## src/include/atc_pkg.sv

```systemverilog
// Purpose: Constants, types and shared functions of the auxiliary timer.
// Assumes: One clock, registers reached over APB with 32-bit data.
// Notes: Control words keep the 16-bit layout software sees.
//
// What this block does
// - core timer/gated prescaler 8..1014, 4..512 fast
// - core counter mode rising, falling, both edges
// - core counter select 000 disables; 1XX forbidden
// - core incremental mode edge selection
// - aux mode field bits 5..3 selects mode
// - aux select bits 2..0 meaning depends mode
// - aux counts only while its run bit set, or the core run bit if remote
// - software direction bit: zero up, one down
// - bit 8 selects external direction line
// - one pin feeds three timer inputs
// - remote bit makes core run bit govern
// - bits 11..10 read zero, writes ignored
// - edge flag sticky on accepted count edge
// - direction change flag sticky on reversal
// - bit 14 shows current count direction
// - interrupt request only while enable set
// - aux prescaler same as core timer
// - aux counter select x00 disables, edges on input
// - aux counter selects 101..111 use toggle latch edges
// - aux incremental mode edge selection
// - fast bit sets input sampling rate
// - toggle latch inverts on core over/underflow
package atc_pkg;

    localparam int ATC_AW = 4;
    localparam int ATC_CNT_W = 16;
    localparam int ATC_PRE_W = 10;

    // Register byte offsets on the bus.
    localparam logic [3:0] ATC_OFF_AUX_CTRL = 4'h0;
    localparam logic [3:0] ATC_OFF_CORE_CTRL = 4'h4;
    localparam logic [3:0] ATC_OFF_AUX_CNT = 4'h8;
    localparam logic [3:0] ATC_OFF_CORE_CNT = 4'hC;

    localparam logic [15:0] ATC_CTRL_RESET = 16'h0000;
    localparam logic [15:0] ATC_CNT_RESET = 16'h0000;
    localparam logic [15:0] ATC_CNT_MAX = 16'hFFFF;
    localparam logic [15:0] ATC_CNT_MIN = 16'h0000;

    // Input sample strobe: every 8th cycle slow, every 4th fast.
    localparam logic [2:0] ATC_SAMPLE_SLOW = 3'h7;
    localparam logic [2:0] ATC_SAMPLE_FAST = 3'h3;

    typedef enum logic [2:0] {
        ATC_M_TIMER = 3'h0,
        ATC_M_COUNTER = 3'h1,
        ATC_M_GATE_LOW = 3'h2,
        ATC_M_GATE_HIGH = 3'h3,
        ATC_M_RELOAD = 3'h4,
        ATC_M_CAPTURE = 3'h5,
        ATC_M_INC_ROT = 3'h6,
        ATC_M_INC_EDGE = 3'h7
    } atc_mode_t;

    // Auxiliary control word, bit 15 first.
    typedef struct packed {
        logic irqEnable;
        logic rotDir;
        logic dirChange;
        logic edgeSeen;
        logic [1:0] rsvd;
        logic remoteRun;
        logic extDirEn;
        logic dirBit;
        logic runBit;
        atc_mode_t mode;
        logic [2:0] inSel;
    } atc_aux_ctrl_t;

    // Core control word, bit 15 first.
    typedef struct packed {
        logic [3:0] rsvd;
        logic fastMode;
        logic toggleLatch;
        logic rsvdOe;
        logic extDirEn;
        logic dirBit;
        logic runBit;
        atc_mode_t mode;
        logic [2:0] inSel;
    } atc_core_ctrl_t;

    // Writable bits of each control word; the rest read as zero, except aux bit 14.
    localparam logic [15:0] ATC_AUX_WMASK = 16'hB3FF;
    localparam logic [15:0] ATC_CORE_WMASK = 16'h0DFF;

    // Divisors 8,16,32,64,128,256,512,1014 and 4..512.
    localparam logic [9:0] ATC_DIV_SLOW [8] = '{10'h008, 10'h010,
        10'h020, 10'h040, 10'h080, 10'h100, 10'h200, 10'h3F6};
    localparam logic [9:0] ATC_DIV_FAST [8] = '{10'h004, 10'h008,
        10'h010, 10'h020, 10'h040, 10'h080, 10'h100, 10'h200};

    function automatic logic [9:0] atc_div(input logic [2:0] sel,
                                           input logic fast);
        atc_div = fast ? ATC_DIV_FAST[sel] : ATC_DIV_SLOW[sel];
    endfunction : atc_div

    // Decides whether a count step is due, given mode and selection.
    function automatic logic atc_tick(input atc_mode_t mode,
        input logic [2:0] sel, input logic pre, input logic cR,
        input logic cF, input logic dAny, input logic tR,
        input logic tF);
        logic r;
        logic f;
        r = sel[2] ? tR : cR;
        f = sel[2] ? tF : cF;
        atc_tick = 1'b0;
        unique case (mode)
            ATC_M_TIMER, ATC_M_GATE_LOW, ATC_M_GATE_HIGH: atc_tick = pre;
            ATC_M_COUNTER: begin
                unique case (sel[1:0])
                    2'h1: atc_tick = r;
                    2'h2: atc_tick = f;
                    2'h3: atc_tick = r | f;
                    default: atc_tick = 1'b0;
                endcase
            end
            ATC_M_INC_ROT, ATC_M_INC_EDGE: begin
                unique case (sel)
                    3'h1: atc_tick = cR | cF;
                    3'h2: atc_tick = dAny;
                    3'h3: atc_tick = cR | cF | dAny;
                    default: atc_tick = 1'b0;
                endcase
            end
            default: atc_tick = 1'b0;
        endcase
    endfunction : atc_tick

endpackage : atc_pkg

```

## src/rtl/atc_sync_edge.sv

```systemverilog
// Purpose: Synchronise one pin and report its sampled edges.
// Assumes: sampleEn is a one-cycle strobe in the clk_sys domain.
// Notes: Edges are one-cycle pulses aligned with the strobe.
`timescale 1ns/1ps
module atc_sync_edge (
    input wire logic clk_sys,
    input wire logic rstSyncN,
    input wire logic sampleEn,
    input wire logic pin,
    output logic level,
    output logic rise,
    output logic fall
);
    logic meta;
    logic stable;

    // Two flip-flops before anything looks at the pin.
    always_ff @(posedge clk_sys or negedge rstSyncN) begin
        if (!rstSyncN) begin
            meta <= 1'b0;
            stable <= 1'b0;
            level <= 1'b0;
        end else begin
            meta <= pin;
            stable <= meta;
            if (sampleEn) begin
                level <= stable;
            end
        end
    end

    // Sampling slower than the clock caps the accepted input rate.
    assign rise = sampleEn & stable & ~level;
    assign fall = sampleEn & ~stable & level;
endmodule : atc_sync_edge

```

## src/rtl/atc_aux_timer.sv

```systemverilog
// Purpose: Auxiliary 16-bit timer/counter with core timer input select.
// Assumes: APB slave with zero wait states; pins are asynchronous.
// Notes: Reload and capture datapaths live outside this block.
`timescale 1ns/1ps
module atc_aux_timer
    import atc_pkg::*;
(
    input wire logic clk_sys,
    input wire logic resetn,
    input wire logic psel,
    input wire logic penable,
    input wire logic pwrite,
    input wire logic [ATC_AW-1:0] paddr,
    input wire logic [31:0] pwdata,
    output logic [31:0] prdata,
    output logic pready,
    output logic pslverr,
    input wire logic aux_count_in,
    input wire logic core_count_in,
    input wire logic shared_dir_pin,
    output logic t4CountIn,
    output logic coreToggleOut,
    output logic auxIrqReq
);
    logic [1:0] rstPipe;
    logic rstSyncN;
    logic [2:0] sampleCnt;
    logic sampleEn;

    atc_aux_ctrl_t auxCtrl;
    atc_core_ctrl_t coreCtrl;
    logic [ATC_CNT_W-1:0] auxCnt;
    logic [ATC_CNT_W-1:0] coreCnt;
    logic auxDirNow;
    logic auxQuadDown;
    logic coreQuadDown;
    logic tlPrev;

    logic auxLvl, auxRise, auxFall;
    logic dirLvl, dirRise, dirFall;
    logic coreLvl, coreRise, coreFall;

    // Reset is asserted at once and released through two flip-flops.
    always_ff @(posedge clk_sys or negedge resetn) begin
        if (!resetn) begin
            rstPipe <= 2'h0;
        end else begin
            rstPipe <= {rstPipe[0], 1'b1};
        end
    end
    assign rstSyncN = rstPipe[1];

    // Sample strobe sets the highest input rate the timers accept.
    assign sampleEn = sampleCnt ==
        (coreCtrl.fastMode ? ATC_SAMPLE_FAST : ATC_SAMPLE_SLOW);

    always_ff @(posedge clk_sys or negedge rstSyncN) begin
        if (!rstSyncN) begin
            sampleCnt <= 3'h0;
        end else begin
            sampleCnt <= sampleEn ? 3'h0 : sampleCnt + 3'h1;
        end
    end

    // Each pin is synchronised before its edges are taken.
    atc_sync_edge uAuxIn (
        .clk_sys(clk_sys),
        .rstSyncN(rstSyncN),
        .sampleEn(sampleEn),
        .pin(aux_count_in),
        .level(auxLvl),
        .rise(auxRise),
        .fall(auxFall)
    );

    // One pin drives aux direction, core direction and timer 4 input.
    atc_sync_edge uDirIn (
        .clk_sys(clk_sys),
        .rstSyncN(rstSyncN),
        .sampleEn(sampleEn),
        .pin(shared_dir_pin),
        .level(dirLvl),
        .rise(dirRise),
        .fall(dirFall)
    );

    atc_sync_edge uCoreIn (
        .clk_sys(clk_sys),
        .rstSyncN(rstSyncN),
        .sampleEn(sampleEn),
        .pin(core_count_in),
        .level(coreLvl),
        .rise(coreRise),
        .fall(coreFall)
    );

    assign t4CountIn = dirLvl;
    assign coreToggleOut = coreCtrl.toggleLatch;

    // Bus decode.
    wire apbAccess = psel & penable;
    wire apbWr = apbAccess & pwrite;
    wire hitAuxCtrl = paddr == ATC_OFF_AUX_CTRL;
    wire hitCoreCtrl = paddr == ATC_OFF_CORE_CTRL;
    wire hitAuxCnt = paddr == ATC_OFF_AUX_CNT;
    wire hitCoreCnt = paddr == ATC_OFF_CORE_CNT;
    wire hitAny = hitAuxCtrl | hitCoreCtrl | hitAuxCnt | hitCoreCnt;
    wire wrAuxCtrl = apbWr & hitAuxCtrl;
    wire wrCoreCtrl = apbWr & hitCoreCtrl;
    wire wrAuxCnt = apbWr & hitAuxCnt;
    wire wrCoreCnt = apbWr & hitCoreCnt;

    assign pready = 1'b1;
    assign pslverr = apbAccess & ~hitAny;

    // Mode classes of both timers.
    wire auxInc = auxCtrl.mode == ATC_M_INC_ROT ||
                  auxCtrl.mode == ATC_M_INC_EDGE;
    wire coreInc = coreCtrl.mode == ATC_M_INC_ROT ||
                   coreCtrl.mode == ATC_M_INC_EDGE;
    wire auxCounts = auxCtrl.mode == ATC_M_COUNTER || auxInc;
    wire coreCounts = coreCtrl.mode == ATC_M_COUNTER || coreInc;

    // Run control; remote mode hands the aux run to the core run bit.
    wire coreRunning = coreCtrl.runBit;
    wire auxRunning = auxCtrl.remoteRun ? coreCtrl.runBit
                                        : auxCtrl.runBit;

    // Gates come from each timer's own count input.
    wire auxGateOk = auxCtrl.mode == ATC_M_GATE_LOW ? ~auxLvl :
                     auxCtrl.mode == ATC_M_GATE_HIGH ? auxLvl : 1'b1;
    wire coreGateOk = coreCtrl.mode == ATC_M_GATE_LOW ? ~coreLvl :
                      coreCtrl.mode == ATC_M_GATE_HIGH ? coreLvl : 1'b1;

    // Prescalers for both timers share one structure.
    logic [ATC_PRE_W-1:0] preCnt [2];
    logic [ATC_PRE_W-1:0] preDiv [2];
    logic [1:0] preEn;
    logic [1:0] preTick;

    assign preDiv[0] = atc_div(auxCtrl.inSel, coreCtrl.fastMode);
    assign preDiv[1] = atc_div(coreCtrl.inSel, coreCtrl.fastMode);
    assign preEn[0] = auxRunning & auxGateOk;
    assign preEn[1] = coreRunning & coreGateOk;

    // A divisor change can leave the count above the new end; wrap then.
    genvar gi;
    generate
        for (gi = 0; gi < 2; gi++) begin : gPre
            assign preTick[gi] = preEn[gi] &
                (preCnt[gi] >= preDiv[gi] - 10'h001);
            always_ff @(posedge clk_sys or negedge rstSyncN) begin
                if (!rstSyncN) begin
                    preCnt[gi] <= 10'h000;
                end else if (preTick[gi]) begin
                    preCnt[gi] <= 10'h000;
                end else if (preEn[gi]) begin
                    preCnt[gi] <= preCnt[gi] + 10'h001;
                end
            end
        end
    endgenerate

    // Toggle latch edges feed aux counter selections 101..111.
    wire tlRise = coreCtrl.toggleLatch & ~tlPrev;
    wire tlFall = ~coreCtrl.toggleLatch & tlPrev;
    wire dirAny = dirRise | dirFall;
    wire auxAny = auxRise | auxFall;
    wire coreAny = coreRise | coreFall;

    // Core counter selections with bit 2 set are forbidden and never step.
    wire coreTick = atc_tick(coreCtrl.mode, coreCtrl.inSel, preTick[1],
        coreRise, coreFall, dirAny, 1'b0, 1'b0);
    wire auxTick = atc_tick(auxCtrl.mode, auxCtrl.inSel, preTick[0],
        auxRise, auxFall, dirAny, tlRise, tlFall);

    // Mode field and select field are decoded by the mode in force.
    wire auxStep = auxRunning & auxTick;
    wire coreStep = coreRunning & coreTick;

    // Quadrature: a lead of the count input means up, a lag means down.
    // The level flops still hold the old value during an edge pulse, so
    // the new levels are rebuilt from the pulses to judge the phase.
    wire auxNew = auxLvl ^ auxAny;
    wire dirNew = dirLvl ^ dirAny;
    wire coreNew = coreLvl ^ coreAny;
    logic next_auxQuadDown;
    logic next_coreQuadDown;
    assign next_auxQuadDown =
        auxAny ? (auxNew ~^ dirNew) :
        dirAny ? (auxNew ^ dirNew) : auxQuadDown;
    assign next_coreQuadDown =
        coreAny ? (coreNew ~^ dirNew) :
        dirAny ? (coreNew ^ dirNew) : coreQuadDown;

    // Direction: quadrature, external line, or the software bit.
    wire auxDown = auxInc ? next_auxQuadDown :
                   auxCtrl.extDirEn ? dirLvl : auxCtrl.dirBit;
    wire coreDown = coreInc ? next_coreQuadDown :
                    coreCtrl.extDirEn ? dirLvl : coreCtrl.dirBit;

    // Sticky flag causes, and the core wrap that flips the toggle latch.
    wire auxEdgeSet = auxStep & auxCounts;
    wire auxDirSet = auxDown != auxDirNow;
    wire coreWrap = coreStep &
        (coreDown ? coreCnt == ATC_CNT_MIN : coreCnt == ATC_CNT_MAX);

    // Aux control: software value, then hardware sets win over clears.
    atc_aux_ctrl_t next_auxCtrl;
    always_comb begin
        next_auxCtrl = auxCtrl;
        if (wrAuxCtrl) begin
            next_auxCtrl = atc_aux_ctrl_t'(pwdata[15:0] &
                                           ATC_AUX_WMASK);
        end
        next_auxCtrl.rotDir = 1'b0;
        next_auxCtrl.rsvd = 2'h0;
        if (auxEdgeSet) begin
            next_auxCtrl.edgeSeen = 1'b1;
        end
        if (auxDirSet) begin
            next_auxCtrl.dirChange = 1'b1;
        end
    end

    // Core control: an overflow or underflow flips the toggle latch.
    atc_core_ctrl_t next_coreCtrl;
    always_comb begin
        next_coreCtrl = coreCtrl;
        if (wrCoreCtrl) begin
            next_coreCtrl = atc_core_ctrl_t'(pwdata[15:0] & ATC_CORE_WMASK);
        end
        next_coreCtrl.toggleLatch =
            next_coreCtrl.toggleLatch ^ coreWrap;
    end

    // Counters: a software load takes priority over a count step.
    logic [ATC_CNT_W-1:0] next_auxCnt;
    logic [ATC_CNT_W-1:0] next_coreCnt;
    assign next_auxCnt = wrAuxCnt ? pwdata[ATC_CNT_W-1:0] :
        !auxStep ? auxCnt :
        auxDown ? auxCnt - 16'h0001 : auxCnt + 16'h0001;
    assign next_coreCnt = wrCoreCnt ? pwdata[ATC_CNT_W-1:0] :
        !coreStep ? coreCnt :
        coreDown ? coreCnt - 16'h0001 : coreCnt + 16'h0001;

    // State registers.
    always_ff @(posedge clk_sys or negedge rstSyncN) begin
        if (!rstSyncN) begin
            auxCtrl <= atc_aux_ctrl_t'(ATC_CTRL_RESET);
            coreCtrl <= atc_core_ctrl_t'(ATC_CTRL_RESET);
            auxCnt <= ATC_CNT_RESET;
            coreCnt <= ATC_CNT_RESET;
            auxDirNow <= 1'b0;
            auxQuadDown <= 1'b0;
            coreQuadDown <= 1'b0;
            tlPrev <= 1'b0;
        end else begin
            auxCtrl <= next_auxCtrl;
            coreCtrl <= next_coreCtrl;
            auxCnt <= next_auxCnt;
            coreCnt <= next_coreCnt;
            auxDirNow <= auxDown;
            auxQuadDown <= next_auxQuadDown;
            coreQuadDown <= next_coreQuadDown;
            tlPrev <= coreCtrl.toggleLatch;
        end
    end

    // Read data is built live; bit 14 reports the present direction.
    atc_aux_ctrl_t auxView;
    always_comb begin
        auxView = auxCtrl;
        auxView.rotDir = auxDirNow;
    end

    wire [15:0] readWord =
        hitAuxCtrl ? 16'(auxView) :
        hitCoreCtrl ? 16'(coreCtrl) :
        hitAuxCnt ? auxCnt :
        hitCoreCnt ? coreCnt : 16'h0000;

    // Read data is captured in the setup cycle so it stands as a flop
    // through the access cycle; a count in between is not reflected.
    always_ff @(posedge clk_sys or negedge rstSyncN) begin
        if (!rstSyncN) begin
            prdata <= 32'h0000_0000;
        end else if (psel & ~penable & ~pwrite) begin
            prdata <= {16'h0000, readWord};
        end
    end

    // Request is raised only while enabled and a flag is set.
    always_ff @(posedge clk_sys or negedge rstSyncN) begin
        if (!rstSyncN) begin
            auxIrqReq <= 1'b0;
        end else begin
            auxIrqReq <= next_auxCtrl.irqEnable &
                (next_auxCtrl.edgeSeen | next_auxCtrl.dirChange);
        end
    end

endmodule : atc_aux_timer

```

## config.mk

```make
export PLATFORM = sky130hd
export DESIGN_NAME = atc_aux_timer
export DESIGN_NICKNAME = d
export VERILOG_FILES = /design/src/include/atc_pkg.sv /design/src/rtl/atc_sync_edge.sv /design/src/rtl/atc_aux_timer.sv
export SDC_FILE = /design/constraint.sdc
export NUM_CORES = 1
export LEC_CHECK = 0
export CORE_ASPECT_RATIO = 1.1
export CORE_MARGIN = 3
export CORE_UTILIZATION = 45
export CTS_CLUSTER_DIAMETER = 80
export DETAILED_ROUTE_END_ITERATION = 8
export DONT_BUFFER_PORTS = 1
export SYNTH_ARGS = -nofsm -noshare
export SYNTH_HDL_FRONTEND = slang
export SYNTH_SLANG_ARGS = --single-unit
export TNS_END_PERCENT = 10
```

## constraint.sdc

```tcl
create_clock -name clk_sys -period 4.64 [get_ports clk_sys]
set_clock_uncertainty 0.15 [all_clocks]
set_input_delay 0.696 -clock clk_sys [delete_from_list [all_inputs] [get_ports clk_sys]]
set_output_delay 0.696 -clock clk_sys [all_outputs]
set_load 0.03 [all_outputs]
```

Yosys cells after proc, flatten, opt, wreduce, memory -nomap -nowiden
Memory sizes are Yosys's and may differ from the RTL's.
Cells that the tools add are included.
Widths: inputs -> output; s select.
Operators by class
  order comparisons: 4
  bitwise operators: 64
  reduce and logical (&&, ||, !) cells: 15
  add/sub/neg operators: 9
  multiplexer cells: 54
  equality and inequality tests: 28
Operator list (number)
  $mux 16: 11
  $mux 10: 14
  $add 16x1->16 const B: 2
  $and 1x1->1: 32
  $sub 16x1->16 const B: 2
  $eq 3x2->1 const B: 8
  $add 10x1->10 const B: 2
  $ge 10x10->1: 2
  $mux 1: 20
  $sub 10x1->10 const B: 2
  $pmux 1 s3: 6
  $eq 16x16->1 const B: 1
  $logic_not 16->1: 1
  $eq 3x1->1 const B: 4
  $eq 3x3->1 const B: 4
  $mux 11: 1
  $not 1->1: 11
  $or 1x1->1: 11
  $eq 2x2->1 const B: 4
  $eq 4x4->1 const B: 2
  $ge 4x4->1 const B: 2
  $not 3->4: 2
  $reduce_bool 2->1: 4
  $logic_not 3->1: 2
  other kinds (12): 24
Word-level totals
  output and inout bits: 37
  logic and storage cells: 215
  register bits: 111
  memories: 4
  input bits: 44
  memory bits (read-only): 320
Memories
  (no name shown): words 8, bits a word 10, read ports 1, clocked after Yosys merged registers in 0, wr ports 0, line atc_pkg.sv:100  | atc_div = fast ? ATC_DIV_FAST[sel] : ATC_DIV_SLOW[sel];
  (no name shown): words 8, bits a word 10, read ports 1, clocked after Yosys merged registers in 0, wr ports 0, line atc_pkg.sv:100
  (no name shown): words 8, bits a word 10, read ports 1, clocked after Yosys merged registers in 0, wr ports 0, line atc_pkg.sv:100
  (no name shown): words 8, bits a word 10, read ports 1, clocked after Yosys merged registers in 0, wr ports 0, line atc_pkg.sv:100

Longest topological paths before layout
  depth in word-level cells: 14
  gate-level depth with buffers: 20
  gate-level depth less buffers: 18

Modules after synthesis
Synthesis repeated with hierarchy kept, for this count alone.
Unflattened totals
  cells, all modules: 871
  area total of the unflattened synthesis: 8089.0 um^2
By module, submodules not included
  atc_aux_timer: times used 1, cells each 853, area each 7758.7 um^2, sequential area each 2552.4 um^2
  atc_sync_edge: times used 3, cells each 6, area each 110.1 um^2, sequential area each 75.1 um^2

Worst setup path after synthesis
OpenSTA, ideal clock, no wires.
  kind: flip-flop to flip-flop
  start: register coreCtrl[11] (netlist name)
  end: register coreCnt[14]
  path buffers: 4
  required time: 4.370 ns
  stages on the path, launching flop included: 21
  arrival: 4.099 ns
  period minus slack after synthesis: 4.369 ns
  library setup time: 0.120 ns
  setup slack: 0.271 ns
  path through: dfrtp_1 buf_2 buf_1 clkbuf_1 nor2_1 a31oi_1 ha_1 o21ai_0 a211oi_1 o2111a_1 xor2_1 ha_1 nand2_1 o21ai_0 o21ai_0 o21ai_1 nor4b_1 o31a_1 buf_2 o21ai_0 a31o_1
On the way
  word-level cells in the longest chain between the ends: 13
  elaborated cells between the ends (all ways): 35
  classes of those cells: add/sub: 1; order compare: 1; eq/ne: 1; mux: 13; bitwise: 18; reduce/logical: 1
Ends and longest elaborated chain
  start, declared: line atc_aux_timer.sv:31  | atc_core_ctrl_t coreCtrl;
  start signal, assigned: line atc_aux_timer.sv:251  | coreCtrl <= atc_core_ctrl_t'(ATC_CTRL_RESET);
  start signal, assigned: line atc_aux_timer.sv:260  | coreCtrl <= next_coreCtrl;
  branches (longest 13 deep; another with $sub 10x1->10)
  end signal, assigned: line atc_aux_timer.sv:262  | coreCnt <= next_coreCnt;
  end, declared: line atc_aux_timer.sv:33  | logic [ATC_CNT_W-1:0] coreCnt;
Several ways; the timed one is not identified. The select of a mux whose other input is x is not followed.
A chain may end at the register's enable or synchronous reset.

Worst setup path after layout
Ends and elaborated chain as after synthesis.

==> metrics.txt <==
Synth warnings=0; summed instance area of the synthesized netlist=8115 um^2; start-to-end type of the worst setup path=reg -> reg; antenna violations before repair=0; area share of the leading cell type in the synthesized netlist=34.23%; number of detailed-route iterations in the first pass=4; total area of multi-input combinational cells=5031 um^2; synthesized area divided by synthesized cell count=9.129 um^2; power density over the cells=444.6 nW/um^2; Worst Setup End Kind=flip-flop; final worst-path cycle share=93.28%; clock input transition at the sequential cells of the worst setup and hold paths=0.08 ns; final wirelength=19840 um; number of DRC markers in iteration 0=369; cell accounting for the most synthesized area=sky130_fd_sc_hd__dfrtp_1; Final #Nets=991; dominant combinational cell family by area after synthesis=compound AO/OA/AOI/OAI gates; final core utilization=50.04%; die span in x=134.0 um; number of buffers and inverters on the critical path=4; Int Pwr=2288 uW; mux cell area share after synthesis=10.81%; outcome=finished clean; die area=19680 um^2; critical path arrival=4.43 ns; I/O Pins=81; via count of the first global-routing pass=6186; core area=17330 um^2; flop and latch count out of synthesis=111; total grt overflow=0; Lkg Pwr=0.003660 uW; transition at the pin with the smallest max-transition slack=0.9489 ns; clk buf depth=2; share of layout cells above drive strength 1=10.47%; Synth-to-Final Area Change=6.846%; combinational fraction of design power=44.6%; Net Sw Power=1567 uW; number of synthesized flops with an enable pin=0; count of input and output buffers=0; initial cell density of the core=46.83%; fraction of the mapped netlist area in compound gates=18.32%; predominant post-synthesis flop cell=sky130_fd_sc_hd__dfrtp_1; relative contribution of sequential cells to total power=35.6%; final hold violation count=0; clock group share of total power=19.8%; peak supply drop=0.2294 mV; synthesized instance count=889; chain of cells forming the critical path=xor2_1 -> buf_4 -> a21oi_1 -> o32ai_1 -> o31ai_1 -> buf_4 -> inv_1 -> buf_4 -> ha_1 -> a211oi_1 -> o21ai_1 -> a311oi_1 -> o21ai_1 -> a21o_1 -> a21oi_1 -> xnor2_1 -> a31o_1; total instance count after detailed placement=1105; worst path required time=4.74 ns; cell at the root of the clock tree=sky130_fd_sc_hd__clkbuf_16; Async SR Flop Fraction=100.0%; category of the worst setup path launch point=flip-flop; number of clock sinks=111; first-pass GRT wire length=32540 um; parity-gate share of the synthesized area counting xor and xnor cells=5.165%; via-per-instance ratio=5.703; Hold Crit Class=reg -> async; ranking of synthesized cells by area=sky130_fd_sc_hd__dfrtp_1 34%, sky130_fd_sc_hd__ha_1 9.6%, sky130_fd_sc_hd__nand2_1 4.5%; Diodes inserted=0; vias post-DR=6399; post-CTS setup buffers=0; distinct cell type count after synthesis=72; max frequency=0.2310 GHz; final design area excluding fillers=8671 um^2; Layout Cells excl Fill=1122; crit-path leading delay family=compound AO/OA/AOI/OAI gates; portion of the post-synthesis area used by sequential elements=34.23%; Max Slew Vio Count=0; Post-Route Setup TNS=0 ns; TritonCTS buffer count=9; number of DRC violations after detailed routing=0; switching share of power=40.65%; final antenna-violating net count=0; average wire per cell in the routed design=17.68 um; maximum single-stage delay on the critical path=0.43 ns; unrepaired setup endpoints after global routing=no; simple-gate share of the synthesized area=16.71%; Crit-path slowest cell=sky130_fd_sc_hd__o32ai_1; floorplan row count=50; critical path peak fanout=15; worst skew pair latency=0.36 ns; post-synthesis share of cell area spent on full adders, half adders and majority gates=10.05%; final critical path time including I/O delays and setup=4.328 ns; All-Layer GR Usage=20.40%; Final Wtd Congestion=0.8439; maximum capacitance violations=0; overall die height=146.8 um; standard cell area after detailed placement=8369 um^2; H-tree depth=3; Filler Cells Inserted=1658; area occupied by registers=2781 um^2; final setup vio count=0; hpwl dp=14990 um; relative max-transition margin=36.74%; CTS tree=yes; most frequent cell on the critical path=sky130_fd_sc_hd__buf_4; largest net degree at the start of global routing=55
-- cell usage in the layout (no fill, tap or decap), types with 25 or more instances in the layout --
master / synthesis / routed
sky130_fd_sc_hd__mux2i_1: 31 / 31
sky130_fd_sc_hd__xnor2_1: 28 / 28
sky130_fd_sc_hd__dfrtp_1: 111 / 110
sky130_fd_sc_hd__a21oi_1: 43 / 42
sky130_fd_sc_hd__o21ai_0: 73 / 73
sky130_fd_sc_hd__ha_1: 62 / 62
sky130_fd_sc_hd__nor2_1: 59 / 59
sky130_fd_sc_hd__nand2_1: 98 / 98
sky130_fd_sc_hd__mux2_2: 31 / 31
sky130_fd_sc_hd__nand3_1: 25 / 25
-- worst reg2reg max path, stage by stage, from the launching register on --
cell and delay [ns]:
sky130_fd_sc_hd__dfrtp_1 0.42, sky130_fd_sc_hd__xor2_1 0.28, sky130_fd_sc_hd__buf_4 0.21, sky130_fd_sc_hd__a21oi_1 0.07
sky130_fd_sc_hd__o32ai_1 0.43, sky130_fd_sc_hd__o31ai_1 0.14, sky130_fd_sc_hd__buf_4 0.18, sky130_fd_sc_hd__inv_1 0.09
sky130_fd_sc_hd__buf_4 0.22, sky130_fd_sc_hd__ha_1 0.32, sky130_fd_sc_hd__a211oi_1 0.35, sky130_fd_sc_hd__o21ai_1 0.17
sky130_fd_sc_hd__a311oi_1 0.38, sky130_fd_sc_hd__o21ai_1 0.16, sky130_fd_sc_hd__a21o_1 0.18, sky130_fd_sc_hd__a21oi_1 0.17
sky130_fd_sc_hd__xnor2_1 0.09, sky130_fd_sc_hd__a31o_1 0.21
-- power by group through the flow --
stage	Combinational (uW)	Clock, uW	Sequential (uW)
floorplan	1420	0	1300
global placement	1690	0	1380
detailed placement	1710	0	1390
CTS	1720	782	1370
global route	1950	817	1400
finish	1720	764	1370
-- per-layer routing --
layer  part of all wire (%)  global-route usage (%)  vias to the layer above
met5                      0                       0                        -
met4                    2.1                   6.415                        0
met3                    3.6                   2.603                       29
met2                     48                   33.85                      107
met1                     46                   27.90                     3055
li1                       -                       -                     3208
-- through the flow --
step	total power (uW)	setup WS, ns	hold slack [ns]
finish	3855	0.3119	0.05720
CTS	3873	0.3370	0.07179
floorplan	2717	0.2714	0.1812
global placement	3075	0.3952	0.05953
global route	4159	0.001761	0.08810
detailed placement	3098	0.3811	0.06309
-- what timing repair did --
| item | 4_1_cts | 5_1_grt |
|---|---|---|
| hold endpoints to repair | 2 | 0 |
| hold buffers | 1 | 0 |
| setup endpoints to repair | 0 | 14 |
| resized for setup | 0 | 2 |
-- path summary, 6_finish.rpt --
check | from | to | slack, ns | cells after the start
max reg2reg | coreCtrl[11] | coreCnt[14] | 0.31 | 17
min | rstPipe[1] | preCnt[6] | 0.06 | 0
max | coreCtrl[11] | coreCnt[14] | 0.31 | 17
min reg2reg | rstPipe[1] | preCnt[6] | 0.06 | 0
min in group clk_sys | uAuxIn.meta | uAuxIn.stable | 0.20 | 0
max in group asynchronous | rstPipe[1] | coreCtrl[3] | 3.29 | 1
-- flip-flops by register name, indices dropped and copies added, names as in the netlist, 2 cells and up --
register,cells
sampleCnt,3
auxCtrl,13
rstPipe,2
coreCtrl,9
prdata,16
auxCnt,16
preCnt,20
coreCnt,16
-- kinds of logic (layout without fill, tap and decap cells) --
group | after synthesis | in the layout
compound gates | 235 | 235
xor+xnor | 47 | 47
fa+ha+maj | 64 | 64
buf+inv | 78 | 61
flops | 111 | 111
mux | 72 | 72
other cells | 2 | 18
simple gates | 280 | 280
-- layout make-up --
class	count	area share (%)
Tap cell	234	3.377
Multi-Input combinational cell	716	58.02
Clock inverter	7	0.6638
Inverter	23	0.9957
Clock buffer	9	2.597
Timing Repair Buffer	22	2.266
Sequential cell	111	32.08
-- synth_stat cells, types with 10 or more instances --
library cell	number
sky130_fd_sc_hd__a21o_1	10
sky130_fd_sc_hd__a21oi_1	43
sky130_fd_sc_hd__a22o_1	11
sky130_fd_sc_hd__a22oi_1	10
sky130_fd_sc_hd__and3_1	10
sky130_fd_sc_hd__buf_4	17
sky130_fd_sc_hd__clkbuf_1	22
sky130_fd_sc_hd__dfrtp_1	111
sky130_fd_sc_hd__ha_1	62
sky130_fd_sc_hd__inv_1	22
sky130_fd_sc_hd__mux2_2	31
sky130_fd_sc_hd__mux2i_1	31
sky130_fd_sc_hd__nand2_1	98
sky130_fd_sc_hd__nand2b_1	12
sky130_fd_sc_hd__nand3_1	25
sky130_fd_sc_hd__nand4_1	10
sky130_fd_sc_hd__nor2_1	59
sky130_fd_sc_hd__nor2b_1	15
sky130_fd_sc_hd__nor3_1	11
sky130_fd_sc_hd__nor4_1	10
sky130_fd_sc_hd__o21ai_0	73
sky130_fd_sc_hd__o21ai_1	17
sky130_fd_sc_hd__xnor2_1	28
sky130_fd_sc_hd__xor2_1	18
No activity file was read; power rests on OpenSTA's default activity.
